==> config.mk <==
export PLATFORM = sky130hd
export DESIGN_NAME = sltag_core
export DESIGN_NICKNAME = d
export VERILOG_FILES = /design/src/verilog/sltag_pkg.sv /design/src/verilog/sltag_core.sv /design/src/verilog/sltag_pattern_gen.sv
export SDC_FILE = /design/constraint.sdc
export NUM_CORES = 1
export LEC_CHECK = 0
export ABC_CLOCK_PERIOD_IN_PS = 2970
export BUFFER_PORTS_ARGS = -buffer_cell sky130_fd_sc_hd__buf_4
export CORE_ASPECT_RATIO = 0.8
export CORE_MARGIN = 2
export CORE_UTILIZATION = 29
export DETAILED_ROUTE_END_ITERATION = 8
export GPL_TIMING_DRIVEN = 0
export MAX_ROUTING_LAYER = met4
export PLACE_DENSITY = 0.52
export SYNTH_ARGS = -nofsm -noshare
export SYNTH_HDL_FRONTEND = slang
export SYNTH_HIERARCHICAL = 1
export SYNTH_SLANG_ARGS = --single-unit
==> constraint.sdc <==
create_clock -name clk -period 2.97 [get_ports clk]
set_clock_uncertainty 0.05 [all_clocks]
set_input_delay 0.1485 -clock clk [delete_from_list [all_inputs] [get_ports clk]]
set_output_delay 0.1485 -clock clk [all_outputs]
set_load 0.05 [all_outputs]
==> src/verilog/sltag_pkg.sv <==
// Constants shared by the scan line tagging output block
package sltag_pkg;

	// Master/slave select register location and layout
	localparam logic [7:0] SLTAG_MS_SELECT_OFFSET = 8'h00;
	localparam int SLTAG_MS_SLAVE_BIT = 0;
	localparam logic [7:0] SLTAG_MS_SELECT_RESET = 8'h00;

	// Scan request bit position within main configuration 2
	localparam int SLTAG_SCAN_REQ_BIT = 0;

	// Black and valid pixel window register span on page 4
	localparam logic [7:0] SLTAG_WINDOW_FIRST_OFFSET = 8'h08;
	localparam logic [7:0] SLTAG_WINDOW_LAST_OFFSET = 8'h0D;

	// Output word layout: five tag bits above sixteen data bits
	localparam int SLTAG_DATA_W = 16;
	localparam int SLTAG_TAG_W = 5;
	localparam int SLTAG_WORD_W = 21;

	// Colour selections
	localparam logic [2:0] SLTAG_COL_RED = 3'h0;
	localparam logic [2:0] SLTAG_COL_GREEN = 3'h1;
	localparam logic [2:0] SLTAG_COL_BLUE = 3'h2;
	localparam logic [2:0] SLTAG_COL_IR1 = 3'h3;
	localparam logic [2:0] SLTAG_COL_IR2 = 3'h4;

	// Low tag codes
	localparam logic [3:0] SLTAG_CODE_DUMMY = 4'h0;
	localparam logic [3:0] SLTAG_CODE_RED_ACT = 4'h1;
	localparam logic [3:0] SLTAG_CODE_GREEN_ACT = 4'h2;
	localparam logic [3:0] SLTAG_CODE_BLUE_ACT = 4'h3;
	localparam logic [3:0] SLTAG_CODE_IR1_ACT = 4'h4;
	localparam logic [3:0] SLTAG_CODE_IR2_ACT = 4'h5;
	localparam logic [3:0] SLTAG_CODE_RED_BLK = 4'h6;
	localparam logic [3:0] SLTAG_CODE_GREEN_BLK = 4'h7;
	localparam logic [3:0] SLTAG_CODE_BLUE_BLK = 4'h8;
	localparam logic [3:0] SLTAG_CODE_IR1_BLK = 4'h9;
	localparam logic [3:0] SLTAG_CODE_IR2_BLK = 4'hA;
	localparam logic [3:0] SLTAG_CODE_SCAN_BEGIN = 4'hF;

	// Link test mode selections
	localparam logic [2:0] SLTAG_TEST_OFF = 3'h0;
	localparam logic [2:0] SLTAG_TEST_ALTERNATE = 3'h1;
	localparam logic [2:0] SLTAG_TEST_RAMP = 3'h2;
	localparam logic [2:0] SLTAG_TEST_FIXED = 3'h3;

	// Test pattern values
	localparam logic [20:0] SLTAG_ALT_WORD = 21'h155555;
	localparam logic [20:0] SLTAG_RAMP_START = 21'h000000;

	// Line sequencer states
	typedef enum logic [2:0] {
		SLTAG_ST_IDLE = 3'b001,
		SLTAG_ST_PULSE = 3'b010,
		SLTAG_ST_PIXELS = 3'b100
	} sltag_state_e;

endpackage : sltag_pkg
==> src/verilog/sltag_core.sv <==
// Line sequencer and tagged output word formatter
//
// Contract
// Master or slave timing per select register
// Scan request bit self clears, starts lines
// Master scan runs only while standby low
// Master line period from width and end
// Slave line starts on each sync pulse; the code ignores a sync that arrives while the pulse is still active
// Count pixels from pulse fall, compare windows
// Black window gives colour black code
// Valid window gives active code, else dummy
// Scan start marked with code 1111
// Five tag bits carried per word
// Top tag bit follows the pulse
// Test modes send full 21-bit pattern
// Pulse resets pattern; otherwise runs forever
// Mode 1 alternates base word, complement
// Mode 2 ramps by one per word
// Ramp starts at once, wraps continuously
// Mode 3 sends fixed upcounter word
// Sample phase leaves word position unchanged
// Main clock kept running during accesses
// No test mode sends tagged pixel data
`timescale 1ns/100ps
`default_nettype none
module sltag_core
	import sltag_pkg::*;
#(
	parameter int COUNT_W = 16
)
(
	input wire logic clk,
	input wire logic rst_b,
	input wire logic link_clk,
	input wire logic line_sync_input,
	input wire logic [7:0] timing_master_slave_select,
	input wire logic scan_begin_request,
	input wire logic standby_select,
	input wire logic [7:0] line_transfer_width,
	input wire logic [COUNT_W-1:0] line_end_count,
	input wire logic [COUNT_W-1:0] black_start,
	input wire logic [COUNT_W-1:0] black_end,
	input wire logic [COUNT_W-1:0] valid_start,
	input wire logic [COUNT_W-1:0] valid_end,
	input wire logic [2:0] colour_sel,
	input wire logic [2:0] link_test_mode,
	input wire logic [7:0] fixed_word_hi,
	input wire logic [7:0] fixed_word_mid,
	input wire logic [7:0] fixed_word_lo,
	input wire logic [SLTAG_DATA_W-1:0] pixel_data,
	output logic line_transfer_pulse_q,
	output logic [SLTAG_WORD_W-1:0] pixel_word_q,
	output logic word_strobe_q,
	output logic scan_active_q,
	output logic scan_request_pending_q
);

	// Reset release synchroniser
	logic [1:0] rst_sync_q;
	// Synchronised active-low reset for the rest of the block
	logic rst_n;

	// Assert at once, release after two edges
	always_ff @(posedge clk or negedge rst_b) begin
		if (!rst_b) begin
			rst_sync_q <= 2'h0;
		end else begin
			rst_sync_q <= {rst_sync_q[0], 1'b1};
		end
	end
	assign rst_n = rst_sync_q[1];

	// Link clock and line sync synchronisers, plus a third stage for edges
	logic link_meta_q;
	logic link_sync_q;
	logic link_prev_q;
	logic sync_meta_q;
	logic sync_sync_q;
	logic sync_prev_q;
	// One-cycle events derived from the synchronised copies
	logic word_tick;
	logic sync_pulse;

	// Two flip-flops before any logic looks at the pins
	always_ff @(posedge clk or negedge rst_n) begin
		if (!rst_n) begin
			link_meta_q <= 1'b0;
			link_sync_q <= 1'b0;
			link_prev_q <= 1'b0;
			sync_meta_q <= 1'b0;
			sync_sync_q <= 1'b0;
			sync_prev_q <= 1'b0;
		end else begin
			link_meta_q <= link_clk;
			link_sync_q <= link_meta_q;
			link_prev_q <= link_sync_q;
			sync_meta_q <= line_sync_input;
			sync_sync_q <= sync_meta_q;
			sync_prev_q <= sync_sync_q;
		end
	end

	// Rising link clock edge marks one pixel period and one word
	assign word_tick = link_sync_q & ~link_prev_q;
	// Rising sync edge starts a slave line
	assign sync_pulse = sync_sync_q & ~sync_prev_q;

	// Slave operation chosen by the select register
	logic slave_mode;
	assign slave_mode = timing_master_slave_select[SLTAG_MS_SLAVE_BIT];

	// Sequencer state
	sltag_state_e state_q;
	sltag_state_e state_d;
	// Pulse width or pixel counter, in pixel periods
	logic [COUNT_W-1:0] count_q;
	logic [COUNT_W-1:0] count_d;
	// Pending scan request, the self-clearing bit
	logic req_q;
	logic req_d;
	// Scan begin marker still owed to the stream
	logic bos_owed_q;
	logic bos_owed_d;
	// Pulse width with zero treated as one period
	logic [COUNT_W-1:0] width_ext;
	// Final pulse period of this line
	logic pulse_last;
	// Last pixel period of a master line
	logic line_last;
	// Scan may be started this cycle
	logic scan_go;
	// Standby stops a running master scan
	logic stop_scan;

	assign width_ext = (line_transfer_width == 8'h00) ?
		COUNT_W'(1) : COUNT_W'(line_transfer_width);
	assign pulse_last = word_tick && (count_q + COUNT_W'(1) >= width_ext);
	// Master line: width periods of pulse then line end periods
	assign line_last = word_tick && (count_q + COUNT_W'(1) >= line_end_count);
	// Master starts on the request; slave waits for the first sync
	assign scan_go = req_q && !standby_select &&
		(!slave_mode || sync_pulse);
	assign stop_scan = standby_select && !slave_mode;

	// Sequencer next state
	always_comb begin
		state_d = state_q;
		count_d = count_q;
		bos_owed_d = bos_owed_q;
		// A new write request wins over the clear of a taken one
		req_d = req_q;
		unique case (state_q)
			SLTAG_ST_IDLE: begin
				if (scan_go) begin
					// Request taken and cleared by hardware
					req_d = 1'b0;
					state_d = SLTAG_ST_PULSE;
					count_d = '0;
					bos_owed_d = 1'b1;
				end
			end
			SLTAG_ST_PULSE: begin
				if (stop_scan) begin
					state_d = SLTAG_ST_IDLE;
				end else if (pulse_last) begin
					// Pulse falls; pixel count starts at zero
					state_d = SLTAG_ST_PIXELS;
					count_d = '0;
				end else if (word_tick) begin
					count_d = count_q + COUNT_W'(1);
				end
			end
			SLTAG_ST_PIXELS: begin
				if (stop_scan) begin
					state_d = SLTAG_ST_IDLE;
				end else if (slave_mode && sync_pulse) begin
					// Slave line follows the incoming sync
					state_d = SLTAG_ST_PULSE;
					count_d = '0;
				end else if (!slave_mode && line_last) begin
					// Master starts the next line itself
					state_d = SLTAG_ST_PULSE;
					count_d = '0;
				end else if (word_tick && count_q != '1) begin
					// Saturates so a long slave line cannot wrap
					count_d = count_q + COUNT_W'(1);
				end
			end
			default: begin
				// Illegal code; fall back to idle
				state_d = SLTAG_ST_IDLE;
				count_d = '0;
			end
		endcase
		if (scan_begin_request) begin
			req_d = 1'b1;
		end
		if (word_tick && state_q == SLTAG_ST_PIXELS) begin
			// First pixel word of the scan carries the marker
			bos_owed_d = 1'b0;
		end
		if (scan_go && state_q == SLTAG_ST_IDLE) begin
			bos_owed_d = 1'b1;
		end
	end

	// Sequencer registers
	always_ff @(posedge clk or negedge rst_n) begin
		if (!rst_n) begin
			state_q <= SLTAG_ST_IDLE;
			count_q <= '0;
			req_q <= 1'b0;
			bos_owed_q <= 1'b0;
		end else begin
			state_q <= state_d;
			count_q <= count_d;
			req_q <= req_d;
			bos_owed_q <= bos_owed_d;
		end
	end

	// Low tag code for the current pixel
	logic [3:0] low_tag;
	// Pixel lies inside the black or valid window
	logic in_black;
	logic in_valid;

	// Window compare against the running pixel count
	assign in_black = (state_q == SLTAG_ST_PIXELS) &&
		(count_q >= black_start) && (count_q <= black_end);
	assign in_valid = (state_q == SLTAG_ST_PIXELS) &&
		(count_q >= valid_start) && (count_q <= valid_end);

	// Tag code selection; black window wins where both overlap
	always_comb begin
		low_tag = SLTAG_CODE_DUMMY;
		if (bos_owed_q && state_q == SLTAG_ST_PIXELS) begin
			low_tag = SLTAG_CODE_SCAN_BEGIN;
		end else if (in_black) begin
			// Black code of the selected colour
			unique case (colour_sel)
				SLTAG_COL_RED: low_tag = SLTAG_CODE_RED_BLK;
				SLTAG_COL_GREEN: low_tag = SLTAG_CODE_GREEN_BLK;
				SLTAG_COL_BLUE: low_tag = SLTAG_CODE_BLUE_BLK;
				SLTAG_COL_IR1: low_tag = SLTAG_CODE_IR1_BLK;
				SLTAG_COL_IR2: low_tag = SLTAG_CODE_IR2_BLK;
				default: low_tag = SLTAG_CODE_DUMMY;
			endcase
		end else if (in_valid) begin
			// Active code of the selected colour
			unique case (colour_sel)
				SLTAG_COL_RED: low_tag = SLTAG_CODE_RED_ACT;
				SLTAG_COL_GREEN: low_tag = SLTAG_CODE_GREEN_ACT;
				SLTAG_COL_BLUE: low_tag = SLTAG_CODE_BLUE_ACT;
				SLTAG_COL_IR1: low_tag = SLTAG_CODE_IR1_ACT;
				SLTAG_COL_IR2: low_tag = SLTAG_CODE_IR2_ACT;
				default: low_tag = SLTAG_CODE_DUMMY;
			endcase
		end
	end

	// Test pattern source
	logic [SLTAG_WORD_W-1:0] pattern_word;
	// Fixed word from the three upcounter registers
	logic [SLTAG_WORD_W-1:0] fixed_word;
	// Pulse currently active
	logic pulse_active;

	assign fixed_word = {fixed_word_hi[4:0], fixed_word_mid, fixed_word_lo};
	assign pulse_active = (state_q == SLTAG_ST_PULSE);

	// Pattern generator resets under the pulse
	sltag_pattern_gen u_pattern (
		.clk(clk),
		.rst_n(rst_n),
		.word_tick(word_tick),
		.pulse_active(pulse_active),
		.test_mode(link_test_mode),
		.fixed_word(fixed_word),
		.pattern_word(pattern_word)
	);

	// Test mode active
	logic test_on;
	// Word to send on this tick
	logic [SLTAG_WORD_W-1:0] word_d;
	logic strobe_d;
	logic pulse_out_d;
	logic active_d;

	assign test_on = (link_test_mode == SLTAG_TEST_ALTERNATE) ||
		(link_test_mode == SLTAG_TEST_RAMP) ||
		(link_test_mode == SLTAG_TEST_FIXED);

	// Output formatter: words leave only on link ticks, so the sampling
	// phase chosen upstream never shifts where a word sits
	always_comb begin
		word_d = pixel_word_q;
		strobe_d = word_tick;
		pulse_out_d = pulse_active;
		active_d = (state_q != SLTAG_ST_IDLE);
		if (word_tick) begin
			if (test_on) begin
				// All 21 bits are pattern, no tag coding
				word_d = pattern_word;
			end else begin
				// Top tag bit tracks the pulse; five tags on top
				word_d = {pulse_active, low_tag, pixel_data};
			end
		end
	end

	// Output registers
	always_ff @(posedge clk or negedge rst_n) begin
		if (!rst_n) begin
			pixel_word_q <= '0;
			word_strobe_q <= 1'b0;
			line_transfer_pulse_q <= 1'b0;
			scan_active_q <= 1'b0;
			scan_request_pending_q <= 1'b0;
		end else begin
			pixel_word_q <= word_d;
			word_strobe_q <= strobe_d;
			line_transfer_pulse_q <= pulse_out_d;
			scan_active_q <= active_d;
			scan_request_pending_q <= req_d;
		end
	end

endmodule : sltag_core
`default_nettype wire

==> src/verilog/sltag_pattern_gen.sv <==
// Link test pattern generator for the scan line tagging output block
`timescale 1ns/100ps
`default_nettype none
module sltag_pattern_gen
	import sltag_pkg::*;
(
	input wire logic clk,
	input wire logic rst_n,
	input wire logic word_tick,
	input wire logic pulse_active,
	input wire logic [2:0] test_mode,
	input wire logic [20:0] fixed_word,
	output logic [20:0] pattern_word
);

	// Alternating phase: low selects the base word
	logic alt_phase_q;
	logic alt_phase_d;
	// Ramp value
	logic [20:0] ramp_q;
	logic [20:0] ramp_d;
	// Previous mode, to catch a fresh ramp selection
	logic [2:0] mode_q;
	logic [2:0] mode_d;

	// Pattern advance and restart
	always_comb begin
		alt_phase_d = alt_phase_q;
		ramp_d = ramp_q;
		mode_d = test_mode;
		if (pulse_active) begin
			// Held at start while the pulse is active
			alt_phase_d = 1'b0;
			ramp_d = SLTAG_RAMP_START;
		end else if (word_tick) begin
			// Free running with no pulse; ramp wraps at full scale
			alt_phase_d = ~alt_phase_q;
			ramp_d = ramp_q + 21'h000001;
		end
		if (test_mode == SLTAG_TEST_RAMP && mode_q != SLTAG_TEST_RAMP) begin
			// Fresh ramp selection restarts from zero at once
			ramp_d = SLTAG_RAMP_START;
		end
	end

	// Pattern state registers
	always_ff @(posedge clk or negedge rst_n) begin
		if (!rst_n) begin
			alt_phase_q <= 1'b0;
			ramp_q <= SLTAG_RAMP_START;
			mode_q <= SLTAG_TEST_OFF;
		end else begin
			alt_phase_q <= alt_phase_d;
			ramp_q <= ramp_d;
			mode_q <= mode_d;
		end
	end

	// Word selection; the owner registers it on each tick
	always_comb begin
		unique case (test_mode)
			SLTAG_TEST_ALTERNATE: begin
				// Base word or its complement
				pattern_word = alt_phase_q ? ~SLTAG_ALT_WORD : SLTAG_ALT_WORD;
			end
			SLTAG_TEST_RAMP: begin
				pattern_word = ramp_q;
			end
			SLTAG_TEST_FIXED: begin
				pattern_word = fixed_word;
			end
			default: begin
				// Not a test mode; unused by the owner
				pattern_word = SLTAG_RAMP_START;
			end
		endcase
	end

endmodule : sltag_pattern_gen
`default_nettype wire

Word-level counts from Yosys, hierarchy flattened

Index checks and enable logic that the tools add are counted.

Bits in registers: 78
Input bits: 148

Add/sub/neg operators: 2
$lt $le $gt $ge: 6
Equality and inequality tests: 20
Muxes and demuxes: 37
Bitwise gates (word level): 5
Reduce and logical (&&, ||, !) cells: 33

Operator list:

| operator                                                        | number |
|---|---|
| 16-bit 2-to-1 mux                                               | 8 |
| 21-bit 2-to-1 mux                                               | 5 |
| 21-bit case mux with 3 select lines                             | 1 |
| 16-bit greater-or-equal comparator                              | 3 |
| 16-bit case mux with 3 select lines                             | 1 |
| 16-bit less-or-equal comparator                                 | 2 |
| 21-bit by 1-bit adder with 21-bit output, second input constant | 1 |
| 3-bit 2-to-1 mux                                                | 7 |
| 4-bit case mux with 5 select lines                              | 1 |
| 16-bit by 1-bit adder with 16-bit output, second input constant | 1 |
| 16-bit by 8-bit greater-or-equal comparator with 1-bit output   | 1 |
| 1-bit logical AND                                               | 16 |
| 16-bit inequality test, second input constant                   | 1 |
| 3-bit by 2-bit == test with 1-bit output, second input constant | 5 |
| 3-bit case mux with 5 select lines                              | 1 |
| 3-bit by 1-bit == test with 1-bit output, second input constant | 3 |
| 1-bit 2-to-1 mux                                                | 9 |
| 3-bit case mux with 3 select lines                              | 1 |
| 3-bit nonzero test                                              | 3 |
| 8-bit zero test                                                 | 1 |
| 4-bit 2-to-1 mux                                                | 2 |
| 8-bit 2-to-1 mux                                                | 1 |
| 4-bit inequality test, second input constant                    | 2 |
| 3-bit == test, second input constant                            | 2 |
| 13 further kinds                                                | 25 |

Depth between registers and ports, before layout

Depth after elaboration: 8
Mapped depth: 16
Mapped depth without buffers: 13

By module

Netlist, hierarchy kept.

By module, submodules not included:

| module            | instances | cells each | area an instance (um^2) | seq. area each (um^2) |
|---|---|---|---|---|
| sltag_core        | 1         | 590        | 5074.9                  | 1327.5 |
| sltag_pattern_gen | 1         | 197        | 1636.6                  | 625.6 |

Least setup slack after synthesis

No wires, ideal clock.

Path kind: register to register
From: register count_q[1]
To: register count_q[14]
Setup time: 127 ps
Arrival time: 3283 ps
Required time: 2793 ps
Path slack: -490 ps
Cell stages (with the launch flop): 17
Cells stage by stage: dfrtp_1 > ha_1 > nand3_2 > buf_4 > o41ai_2 > nand2_1 > ha_1 > and4_1 > nand2_1 > o311ai_1 > a221oi_2 > a22oi_2 > o21ai_2 > buf_4 > buf_2 > a2bb2oi_1 > o31ai_1

Longest elaborated chain between the ends: 8
Elaborated cells on any way between the ends: 19

RTL lines:

| what                                     | RTL line          | text |
|---|---|---|
| start: declaration                       | sltag_core.sv:116 | `logic [COUNT_W-1:0] count_q;` |
| start signal: assignment                 | sltag_core.sv:216 | `count_q <= count_d;` |
| 16-bit by 1-bit adder with 16-bit output | --                |  |
| 16-bit greater-or-equal comparator       | sltag_core.sv:139 | `assign line_last = word_tick && (count_q + COUNT_W'(1) >= line_end_count);` |
| 1-bit logical AND                        | sltag_core.sv:139 |  |
| 1-bit logical AND                        | sltag_core.sv:180 | `end else if (!slave_mode && line_last) begin` |
| 16-bit 2-to-1 mux                        | sltag_core.sv:180 |  |
| 16-bit 2-to-1 mux                        | sltag_core.sv:176 | `end else if (slave_mode && sync_pulse) begin` |
| 16-bit 2-to-1 mux                        | sltag_core.sv:174 | `if (stop_scan) begin` |
| 16-bit case mux with 3 select lines      | sltag_core.sv:152 | `unique case (state_q)` |

Several ways; a longest one is shown, not always the timed one. The select of a mux whose other input is x is not followed.
A chain may end at the register's enable or synchronous reset.

Worst setup path after layout

From: register count_q[1]
To: register count_q[0]

Longest elaborated chain between the ends: 8
Elaborated cells on any way between the ends: 17

RTL lines:

| what                                     | RTL line |
|---|---|
| 16-bit by 1-bit adder with 16-bit output | sltag_core.sv:137, sltag_core.sv:139 |
| 16-bit greater-or-equal comparator       | sltag_core.sv:139 |
| 1-bit logical AND                        | sltag_core.sv:139 |
| 1-bit logical AND                        | sltag_core.sv:180 |
| 16-bit 2-to-1 mux                        | sltag_core.sv:180 |
| 16-bit 2-to-1 mux                        | sltag_core.sv:176 |
| 16-bit 2-to-1 mux                        | sltag_core.sv:174 |
| 16-bit case mux with 3 select lines      | sltag_core.sv:152 |

Several ways; a longest one is shown, not always the timed one. The select of a mux whose other input is x is not followed.

==> flow_summary.json <==
{
  "status": "finished with violations",
  "violations": "negative setup slack",
  "crit_family": "simple AND/OR/NAND/NOR gates",
  "synthArstFlopShare_pct": 100.0,
  "start_kind": "register",
  "drt_drc_violations_left": 0,
  "layout_setup_ws_ns": -0.4664,
  "rows": 49,
  "root_buffer": "clkbuf_16",
  "slowest_stage": "dfrtp_2",
  "p_sw_share_pct": 34.28,
  "critPathArrivalTime_ns": 3.61,
  "place_area_sq_um": 8432,
  "pwr_density_cell_nw_per_um2": 398.1,
  "fin_area_sq_um": 9453,
  "nNetsFinal": 1244,
  "synthCells": 787,
  "rr_startpoint": "count_q[1]",
  "cp.required_ns": 3.14,
  "antenna_found_initial": 0,
  "synth_top_area_share_pct": 28.71,
  "routed_wl_mm": 22.56,
  "grt_pass1_wl_mm": 35.29,
  "post-route-period-util_pct": 115.7,
  "synthToLayoutAreaGrowth_pct": 40.85,
  "r2r_slack_ns": -0.47,
  "rsz0062_at_grt": "yes",
  "drtAntennaViolNets": 0,
  "yosys_warnings": 6,
  "syn_nets": 1024,
  "multi_input_area_sq_um": 4556,
  "antenna_cells": 0,
  "min_path_type": "input pin to register",
  "ys_seq_area_share_pct": 29.10,
  "drive_gt1_share_pct": 30.24,
  "grt_overflow": 0,
  "io_pins": 173,
  "grt_use_met1_pct": 28.54,
  "wl_per_cell_um": 17.11,
  "dieArea_sq_um": 24380,
  "clock_latency_ns": 0.34,
  "yosysMostFrequentCell": "inv_1",
  "vias_per_cell": 4.890,
  "synthTopCellsByArea": "dfrtp_1 (29%), ha_1 (17%), inv_1 (5.5%)",
  "cpMostUsedCell": "buf_6",
  "vias": 6445,
  "grtUsageTotal_pct": 19.05,
  "place_congestion": 0.8090,
  "p_int_w": 0.002473,
  "synthesis.area_sq_um": 6711,
  "place_hpwl_mm": 16.94,
  "slew-limit-headroom_pct": 27.55,
  "cp-end-kind": "register",
  "worstSetupPathType": "register to register",
  "synth_ff_type": "dfrtp_1",
  "synthTopCellsByCount": "inv_1 (99), ha_1 (89), dfrtp_1 (77), nor2_1 (60), nand2_1 (59)",
  "clk_pin_slew_ns": 0.07,
  "p_seq_share_pct": 33.4,
  "r2r-end": "count_q[0]",
  "clockBufferDepth": 2,
  "start_util_pct": 29.67,
  "yosys_register_bits": 78,
  "critPathBufInv": 4,
  "die_x_um": 174.1,
  "cts_made_buffers": 9,
  "grt_util_met3_pct": 3.936,
  "clockPowerShare_pct": 32.0,
  "total_power_w": 0.003763,
  "drtIter0Drc": 359,
  "busiest_layer": "met1",
  "leakagePower_nw": 4.904,
  "ys_types": 77,
  "synth_top_area_cell": "dfrtp_1",
  "numClockSinks": 78,
  "fill_cells": 2328,
  "irDropWorstVdd_v": 0.0003492,
  "htree_levels": 3,
  "firstDrtPassIters": 5,
  "cts_tree": "done",
  "tightestPinTransition_ns": 1.084,
  "p_sw_w": 0.001290,
  "ff_latch_area_sq_um": 1976,
  "cp_cell_sequence": "buf_6, nand4_1, buf_6, nor4_4, xnor2_2, inv_2, ha_4, and4_4, nand2_4, o311ai_4, a221oi_2, a22oi_2, buf_4, and2_4, nor2_4, mux2_4",
  "grt_pass1_vias": 6381,
  "worstPathMaxFanout": 6,
  "die_h_um": 140.1,
  "cap_violations": 0,
  "p_comb_share_pct": 34.6,
  "setup_viol": 18,
  "synth-edff-count": 0,
  "portBuffers": 162,
  "max_stage_delay_ns": 0.40,
  "grt_max_degree": 41,
  "met2_usage_pct": 26.38,
  "slew_violations": 0,
  "reg2reg_depth": 16,
  "syn_avg_cell_area_sq_um": 8.528,
  "min_from": "pixel_data[11]",
  "core_area_sq_um": 22620,
  "max_freq_mhz": 291.0,
  "final-hold-violation-count": 0,
  "whs_path_depth": 3,
  "fin_crit_ns": 3.436,
  "hold_path_end": "pixel_word_q[11]"
}
-- worst register-to-register path, cell delays in order, from the launching register on --
cell      delay [ns]
dfrtp_2         0.40
buf_6           0.12
nand4_1         0.10
buf_6           0.16
nor4_4          0.35
xnor2_2         0.23
inv_2           0.08
ha_4            0.28
and4_4          0.22
nand2_4         0.07
o311ai_4        0.28
a221oi_2        0.06
a22oi_2         0.25
buf_4           0.18
and2_4          0.20
nor2_4          0.06
mux2_4          0.25
-- cell families after synthesis --
family / share of synthesized area, %
multiplexers: 3.505
adder cells (fa/ha/maj): 16.59
other: 0.05587
AO/OA/AOI/OAI: 21.50
AND/OR/NAND/NOR: 17.67
buffers and inverters: 7.718
XOR/XNOR: 3.859
flip-flops: 29.10
-- flip-flops by register name, indices dropped and copies added, names as in the netlist --
signal                  flops
bos_owed_q                  1
rst_sync_q                  2
pixel_word_q               21
sync_prev_q                 1
u_pattern/mode_q            3
u_pattern/ramp_q           21
count_q                    16
line_transfer_pulse_q       1
sync_meta_q                 1
link_meta_q                 1
word_strobe_q               1
link_sync_q                 1
u_pattern/alt_phase_q       1
link_prev_q                 1
state_q                     3
scan_active_q               1
scan_request_pending_q      1
sync_sync_q                 1
-- worst max path at each step --
stage / cells past startpoint / startpoint / slack [ns] / to
2_1_floorplan: 15 / count_q[4] / -0.26 / count_q[0]
4_1_cts: 15 / count_q[0] / -0.45 / count_q[0]
6_report: 16 / count_q[1] / -0.47 / count_q[0]
3_5_place_dp: 15 / count_q[8] / -0.93 / count_q[14]
5_1_grt: 16 / count_q[1] / -0.64 / count_q[0]
3_3_place_gp: 15 / count_q[4] / -0.90 / count_q[14]
-- metrics by stage --
stage          utilization (%)  setup slack, ns  TNS, ns  hold slack, ns  std cells
2_1_floorplan                -          -0.2638   -3.163         -0.1971        787
3_3_place_gp             37.17          -0.8962   -57.81         -0.1170       1255
3_5_place_dp             37.27          -0.9296   -14.45         -0.1176       1256
4_1_cts                  41.04          -0.4455   -6.414         0.03911       1312
5_1_grt                  41.78          -0.6358   -9.899         0.05280       1318
6_report                 41.78          -0.4664   -6.678         0.05037       1318
-- metal layers --
layer	share of wire, %	vias up
met2	41	169
met3	5.3	16
met5	0	-
li1	-	3235
met1	52	3025
met4	1.1	0
-- placed cells by master, fill, tap and decap left out, drive strengths merged, types with 4 or more instances in the layout --
cell,instances
a2111oi,4
o21ai,53
o21bai,5
clkinv,4
clkbuf,30
dfrtp,77
or3,14
nand2,59
a31oi,6
nor4,9
a21boi,5
nor2b,7
nand4,18
dlygate4sd3,7
xor2,8
and4,4
xnor2,19
nand3,13
o31ai,6
o41ai,5
nor2,61
nor3,10
buf,212
ha,89
inv,99
nand2b,14
a21o,39
a211oi,4
a21oi,42
a22oi,22
or4,6
mux2i,22
-- layout make-up --
type | count | area share [%]
flip-flops and latches | 78 | 20.90
well taps | 306 | 4.050
repair buffers | 211 | 17.68
clock inverters | 6 | 0.9265
clock buffers | 10 | 2.422
multi-input cells | 580 | 48.19
inverters | 99 | 3.931
plain buffers | 28 | 1.893
-- power by group through the flow --
| stage | Combinational, W | Clock (W) | Sequential [W] |
|---|---|---|---|
| after global placement | 0.00114 | 0 | 0.00129 |
| final | 0.00130 | 0.00120 | 0.00126 |
| after CTS | 0.00125 | 0.00124 | 0.00126 |
| after detailed placement | 0.00115 | 0 | 0.00128 |
| after global routing | 0.00141 | 0.00129 | 0.00127 |
| after floorplan | 0.000538 | 0 | 0.00145 |
-- timing repair --
item / CTS / global route
gates resized for setup: 52 / 18
pin swaps: 24 / 19
cloned: 1 / 3
setup endpoints to repair: 22 / 19
buffers inserted: 34 / 4
hold buffers: 7 / 0
hold endpoints to repair: 8 / 0
Power figures use the tool's default switching activity.
